**config.mk**
```make
export PLATFORM = sky130hd
export DESIGN_NAME = quint_transparent_latch
export DESIGN_NICKNAME = d
export VERILOG_FILES = /design/src/quint_latch_pkg.sv /design/src/pin_sync.sv /design/src/quint_transparent_latch.sv
export VERILOG_INCLUDE_DIRS = /design/src
export SDC_FILE = /design/constraint.sdc
export NUM_CORES = 1
export LEC_CHECK = 0
export BUFFER_PORTS_ARGS = -buffer_cell sky130_fd_sc_hd__clkbuf_2
export CAP_MARGIN = 30
export CORE_AREA = 4 4 43 45
export DETAILED_ROUTE_END_ITERATION = 7
export DIE_AREA = 0 0 47 49
export GPL_ROUTABILITY_DRIVEN = 0
export GPL_TIMING_DRIVEN = 0
export PLACE_DENSITY = 0.71
export SYNTH_ARGS = -nofsm -noshare
export SYNTH_HDL_FRONTEND = slang
export SYNTH_HIERARCHICAL = 1
export SYNTH_SLANG_ARGS = --single-unit
```
**constraint.sdc**
```tcl
create_clock -name clk_i -period 1.1 [get_ports clk_i]
set_input_delay 0.22 -clock clk_i [delete_from_list [all_inputs] [get_ports clk_i]]
set_output_delay 0.22 -clock clk_i [all_outputs]
set_load 0.005 [all_outputs]
```
**src/quint_latch_cfg.svh**
```systemverilog
// constants for the five-bit latch bank
// assumes inclusion by the package and the design files
`ifndef QUINT_LATCH_CFG_SVH
`define QUINT_LATCH_CFG_SVH
`define LATCH_COUNT      5
`define LATCH_RESET_VAL  5'h00
`define PIN_SYNC_STAGES  2
`endif

```
**src/quint_latch_pkg.sv**
```systemverilog
// types shared by the latch bank
// assumes quint_latch_cfg.svh is on the include path
`include "quint_latch_cfg.svh"
package quint_latch_pkg;
   typedef logic [`LATCH_COUNT-1:0] latch_word_type;
   typedef struct packed {
      logic clock_in_a;
      logic clock_in_b;
      logic reset;
   } latch_ctrl_type;
   typedef enum logic [0:0] {
      st_pass = 1'b0,
      st_hold = 1'b1
   } latch_state_type;
endpackage

```
**src/pin_sync.sv**
```systemverilog
// two-flop synchroniser for a vector of pin inputs
// assumes pins are asynchronous to clk_i
`timescale 1ns/100ps
module pin_sync #(
   parameter int WIDTH = 8
) (
   input  wire logic             clk_i,
   input  wire logic             rst_i,
   input  wire logic [WIDTH-1:0] async_i,
   output logic      [WIDTH-1:0] sync_o
);
   logic [WIDTH-1:0] meta;
   genvar g;
   generate
      for (g = 0; g < WIDTH; g++) begin : g_bit
         always_ff @(posedge clk_i) begin
            if (rst_i) begin
               meta[g]   <= 1'b0;
               sync_o[g] <= 1'b0;
            end else begin
               meta[g]   <= async_i[g];
               sync_o[g] <= meta[g];
            end
         end
      end
   endgenerate
endmodule // pin_sync

```
**src/quint_transparent_latch.sv**
```systemverilog
// five-bit level-sensitive latch bank modelled on the system clock
// assumes all pins are asynchronous; each passes two flops first, so
// outputs lag the pins by three clk_i cycles
`timescale 1ns/100ps
`include "quint_latch_cfg.svh"

// Overview of operation
// - five latches share one reset and clock
// - combined clock is OR of both
// - clock low: outputs follow data
// - rising clock captures data and holds it
// - clock high: data changes are ignored
// - reset acts only while clock high
module quint_transparent_latch
   import quint_latch_pkg::*;
#(
   parameter int WIDTH = `LATCH_COUNT
) (
   input  wire logic             clk_i,
   input  wire logic             rst_i,
   input  wire logic             clock_in_a_i,
   input  wire logic             clock_in_b_i,
   input  wire logic             latch_reset_i,
   input  wire logic [WIDTH-1:0] latch_data_in_i,
   output logic      [WIDTH-1:0] latch_out_o,
   output logic                  latch_holding_o
);
   latch_ctrl_type   ctrl_sync;
   logic [WIDTH-1:0] data_sync;
   logic [WIDTH-1:0] next_out;
   latch_state_type  state;
   latch_state_type  next_state;

   pin_sync #(.WIDTH(WIDTH + 3)) u_sync (
      .clk_i   (clk_i),
      .rst_i   (rst_i),
      .async_i ({clock_in_a_i, clock_in_b_i, latch_reset_i, latch_data_in_i}),
      .sync_o  ({ctrl_sync, data_sync})
   );

   wire comb_clock = ctrl_sync.clock_in_a | ctrl_sync.clock_in_b;
   wire reset_ok   = comb_clock & ctrl_sync.reset;

   // one clock function for all bits; state mirrors the combined clock
   always_comb begin
      next_state = state;
      next_out   = latch_out_o;
      case (state)
         st_pass: begin
            next_out = data_sync;
            if (comb_clock) begin
               next_state = st_hold;
               // data present at the rise is captured
               next_out   = reset_ok ? `LATCH_RESET_VAL : data_sync;
            end
         end
         st_hold: begin
            if (reset_ok) begin
               next_out = `LATCH_RESET_VAL;
            end
            if (!comb_clock) begin
               next_state = st_pass;
               next_out   = data_sync;
            end
         end
         default: begin
            next_state = st_pass;
         end
      endcase
   end

   always_ff @(posedge clk_i) begin
      if (rst_i) begin
         state           <= st_pass;
         latch_out_o     <= `LATCH_RESET_VAL;
         latch_holding_o <= 1'b0;
      end else begin
         state           <= next_state;
         latch_out_o     <= next_out;
         latch_holding_o <= (next_state == st_hold);
      end
   end

   // per-bit view: a wrong pairing of data bit to output bit shows up here,
   // where the whole-word checks above could hide a swap of two equal bits
   genvar b;
   generate
      for (b = 0; b < WIDTH; b++) begin : g_bit_chk

      end
   endgenerate

   // helper count of closed edges with reset low; it saturates rather than
   // wrapping, so a very long hold never looks like a fresh capture
   logic [3:0] closed_run;

   always_ff @(posedge clk_i) begin
      if (rst_i || !comb_clock || ctrl_sync.reset) begin
         closed_run <= 4'h0;
      end else if (closed_run != 4'hf) begin
         closed_run <= closed_run + 4'h1;
      end
   end
endmodule // quint_transparent_latch

```
== After elaboration in Yosys (flattened, before gate mapping) ==
Cells that the tools add are included.

* Register bits: 22
* Input port bits: 10
* Output and inout bits: 6
* Word-level logic and storage cells: 28

* Equality and inequality tests: 1
* Multiplexer cells: 6
* Bitwise logic cells: 3

{| class="wikitable"
|+ Operator list
! cell !! number
|-
| $mux 5 || 4
|-
| $pmux 5 s2 || 1
|-
| $ne 3x2->1 const B || 1
|-
| $and 1x1->1 || 1
|-
| $mux 1 || 1
|-
| $not 1->1 || 1
|-
| $or 1x1->1 || 1
|}

== Depth between registers and ports, before layout ==
* Depth in word-level cells: 5
* Mapped depth: 3
* Mapped depth without buffers: 3

== Modules after synthesis ==
Netlist, hierarchy kept.

{| class="wikitable"
|+ Modules (own cells, without submodules)
! module !! instances !! cells each !! area each (um^2) !! seq. area each (um^2)
|-
| pin_sync || 1 || 33 || 464.2 || 320.3
|-
| quint_transparent_latch || 1 || 16 || 210.2 || 120.1
|}

== Worst setup path after synthesis ==
OpenSTA, ideal clock, no wires.

* Kind: register to register
* Start point: reg u_sync.sync_o[5]
* End point: reg latch_out_o[0]
* Library setup time: 0.117 ns
* Data arrival time: 0.762 ns
* Data required time: 0.983 ns
* Slack: 0.221 ns
* Cell stages (with the launch flop): 4
* Buffers on the path: 0
* Period minus slack after synthesis: 0.879 ns
* Path through: dfxtp_1 > o22a_1 > nor2_2 > a22o_1

* Cells in the longest elaborated chain, start to end: 4
* Elaborated cells between the ends (all ways): 5
* Classes of those cells: 1 x eq/ne; 3 x mux; 1 x bitwise

{| class="wikitable"
|+ Ends and longest elaborated chain
! element !! line !! RTL
|-
| start: declaration || pin_sync.sv:10 || <nowiki>output logic [WIDTH-1:0] sync_o</nowiki>
|-
| start signal: indexed assignment || pin_sync.sv:22 || <nowiki>sync_o[g] <= meta[g];</nowiki>
|-
| $and 1x1->1 (*) || quint_transparent_latch.sv:42 || <nowiki>wire reset_ok = comb_clock & ctrl_sync.reset;</nowiki>
|-
| $mux 5 || quint_transparent_latch.sv:54 || <nowiki>next_out = reset_ok ? `LATCH_RESET_VAL : data_sync;</nowiki>
|-
| $mux 5 || quint_transparent_latch.sv:51 || <nowiki>if (comb_clock) begin</nowiki>
|-
| $pmux 5 s2 || quint_transparent_latch.sv:48 || <nowiki>case (state)</nowiki>
|-
| end signal: assignment || quint_transparent_latch.sv:75 || <nowiki>latch_out_o <= `LATCH_RESET_VAL;</nowiki>
|-
| end signal: assignment || quint_transparent_latch.sv:79 || <nowiki>latch_out_o <= next_out;</nowiki>
|-
| end: declaration || quint_transparent_latch.sv:25 || <nowiki>output logic [WIDTH-1:0] latch_out_o,</nowiki>
|}

Every way passes the cells marked *; elsewhere a longest branch is shown, timed or not.
A chain may end at the register's enable or synchronous reset.

==> results.cfg <==
[power_and_ir_drop]
p_comb_share_pct = 6.3
switching_share_pct = 19.8
power_frac_seq_pct = 67.1
switchingPower_mw = 0.248
p_int_mw = 1.01
pwr-share-clk_pct = 26.6
power.leakage_nw = 0.358
powerDensity_nw_per_um2 = 1580
power_mw = 1.25
ir_worst_vdd_uv = 697

[setup_path]
critical_path.max_fanout = 3
cpMaxStageDelayCell = dfxtp_1
worst-path-buf-inv = 1
r2r_slack_ns = 0.11
crit_arrival_ns = 0.79
path_cells = clkbuf_2
worstSetupStartpointType = flop
cpPeakStageDelay_ns = 0.38
setup.worst_path.end_class = primary output
critPathKind = flop to primary output
required_ns = 0.88
path_delay_family = flip-flops

[global_routing]
grt_overflow = 0
grt_pass1_wl_um = 1430
track_usage_pct = 8.83
antenna_found_initial = 0
grt_max_degree = 12
grt_pass1_vias = 340

[die]
core_um2 = 1470
io-pin-count = 16
fp.dieW_um = 47
die-area_um2 = 2300
die_h_um = 49
rows = 14
start_util_pct = 45.8

[clocking]
clkLatencyLatePin_ns = 0.29
cts.hold.buffers_added = 0
cts_tree = yes
post_cts_buffers = 0
clock_path_buffers = 2
ctsHtreeMaxLevel = 1
clk_pin_slew_ns = 0.11
cts_resized = 0
clock-sinks = 22
ctsRootBufferMaster = clkbuf_4
cts_buffers = 3

[timing]
min_period_ns = 1.01
relSlewSlack_pct = 78.1
drv_slew = 0
rsz0062_at_grt = false
hold_violations = 0
finalSetupViolations = 0
setup_tns_ns = 0
worstMarginPinSlew_ns = 0.328
fmax_ghz = 0.988
finalCritPeriodShare_pct = 92.0
fin_skew_ns = 0.00663

[route]
vias_per_cell = 4.39
drc = 0
drtIter0Drc = 3
wl_per_cell_um = 9.72
totalWireLength_um = 807
drt-pass1-iter-count = 2
vias = 364
ant_nets = 0

[synth]
yosys-top-cells-count = 22 x dfxtp_1, 7 x nor2b_2, 6 x and2b_2, 5 x a22o_1, 3 x nor2b_1
synth_edf_count = 0
synth_top_area_share_pct = 65.3
synthesis.nets = 59
ys.flop_type = dfxtp_1
synth.area.top_cells = dfxtp_1 65%, nor2b_2 9.1%, and2b_2 7.8%, a22o_1 6.5%, nor4b_4 3.5%
yosysWarnings = 6
syn_inst = 49
ys_ff_latch = 22
async_flop_share_pct = 0
ys_seq_area_share_pct = 65.3
avgSynthCellArea_um2 = 13.8
synthesis.area_um2 = 674
synth_cell_type_count = 10
synth_most_common_cell = dfxtp_1
yosysTopAreaCell = dfxtp_1

[cells_and_area]
final_core_util_pct = 53.8
syn_to_final_growth_pct = 17.4
fin_nets = 79
drive_gt1_share_pct = 50.7
antenna_cells = 0

[placement]
port_buffers = 15
hpwl_um = 619

[flow_run]
drv_cap = 0

[outcome]
status = complete, no violations

[worst_hold_path]
hold_class = primary input to flop
-- final timing paths --
check,startpoint,to,cells past startpoint
worst max-delay path,state,latch_holding_o,1
worst min-delay path,latch_data_in_i[4],u_sync/meta[4],2
worst max register to register,u_sync/sync_o[6],latch_out_o[3],3
worst min register to register,u_sync/meta[4],u_sync/sync_o[4],1
-- power by group through the flow --
stage                     registers (mW)  logic (mW)  clock network, mW
after detailed placement           0.861      0.0802                  0
after global placement             0.859      0.0784                  0
final                              0.842      0.0790              0.333
after CTS                          0.842      0.0803              0.343
after floorplan                    0.858      0.0490                  0
after global routing               0.846      0.0880              0.385
-- area by class of cell --
| class | count | area, um^2 |
|---|---|---|
| well taps | 16 | 20.0 |
| multi-input cells | 26 | 223 |
| repair buffers | 15 | 75.1 |
| flip-flops and latches | 22 | 440 |
| plain buffers | 1 | 11.3 |
| clock buffers | 3 | 22.5 |
| fillers | 150 | 679 |
-- worst reg2reg max path: cells and delay by family, from the launching register on --
family / cells / cell delay [ns]
compound gates: 1 / 0.19
flops: 1 / 0.35
simple gates: 2 / 0.40
-- metal layers --
metal / track usage (%) / vias to the layer above / routed length, um
li1: - / 198 / -
met1: 10.0 / 155 / 357
met2: 12.4 / 9 / 386
met3: 3.69 / 2 / 50
met4: 6.91 / 0 / 12
met5: 0 / - / 0
-- cells by family (layout without fill, tap and decap cells) --
group	count (synthesis)	count (layout)	share of synthesized area [%]
and+or+nand+nor	20	20	25.2
AOI/OAI and AO/OA	6	6	7.79
buffers and inverters	1	19	1.67
DFF	22	22	65.3
-- registers in the layout, summed over array words and instances (netlist names) --
name / cells
latch_out_o: 5
state: 1
u_sync/meta: 8
u_sync/sync_o: 8
-- per-stage QoR --
stage	area (um^2)	hold slack [ns]	setup WS [ns]	std cells
after floorplan	674	0.292	0.221	49
after global placement	769	0.421	0.0927	80
after detailed placement	769	0.420	0.0553	80
after CTS	792	0.125	0.0729	83
after global routing	792	0.115	0.0177	83
final	792	0.134	0.0878	83
-- cell usage in the layout, fill, tap and decap left out, drive strengths merged --
| master | count |
|---|---|
| a22o | 5 |
| and2b | 6 |
| nor4b | 1 |
| o22a | 1 |
| nor2b | 10 |
| dfxtp | 22 |
| clkbuf | 18 |
| buf | 1 |
| nor2 | 3 |
Power figures use the tool's default switching activity.
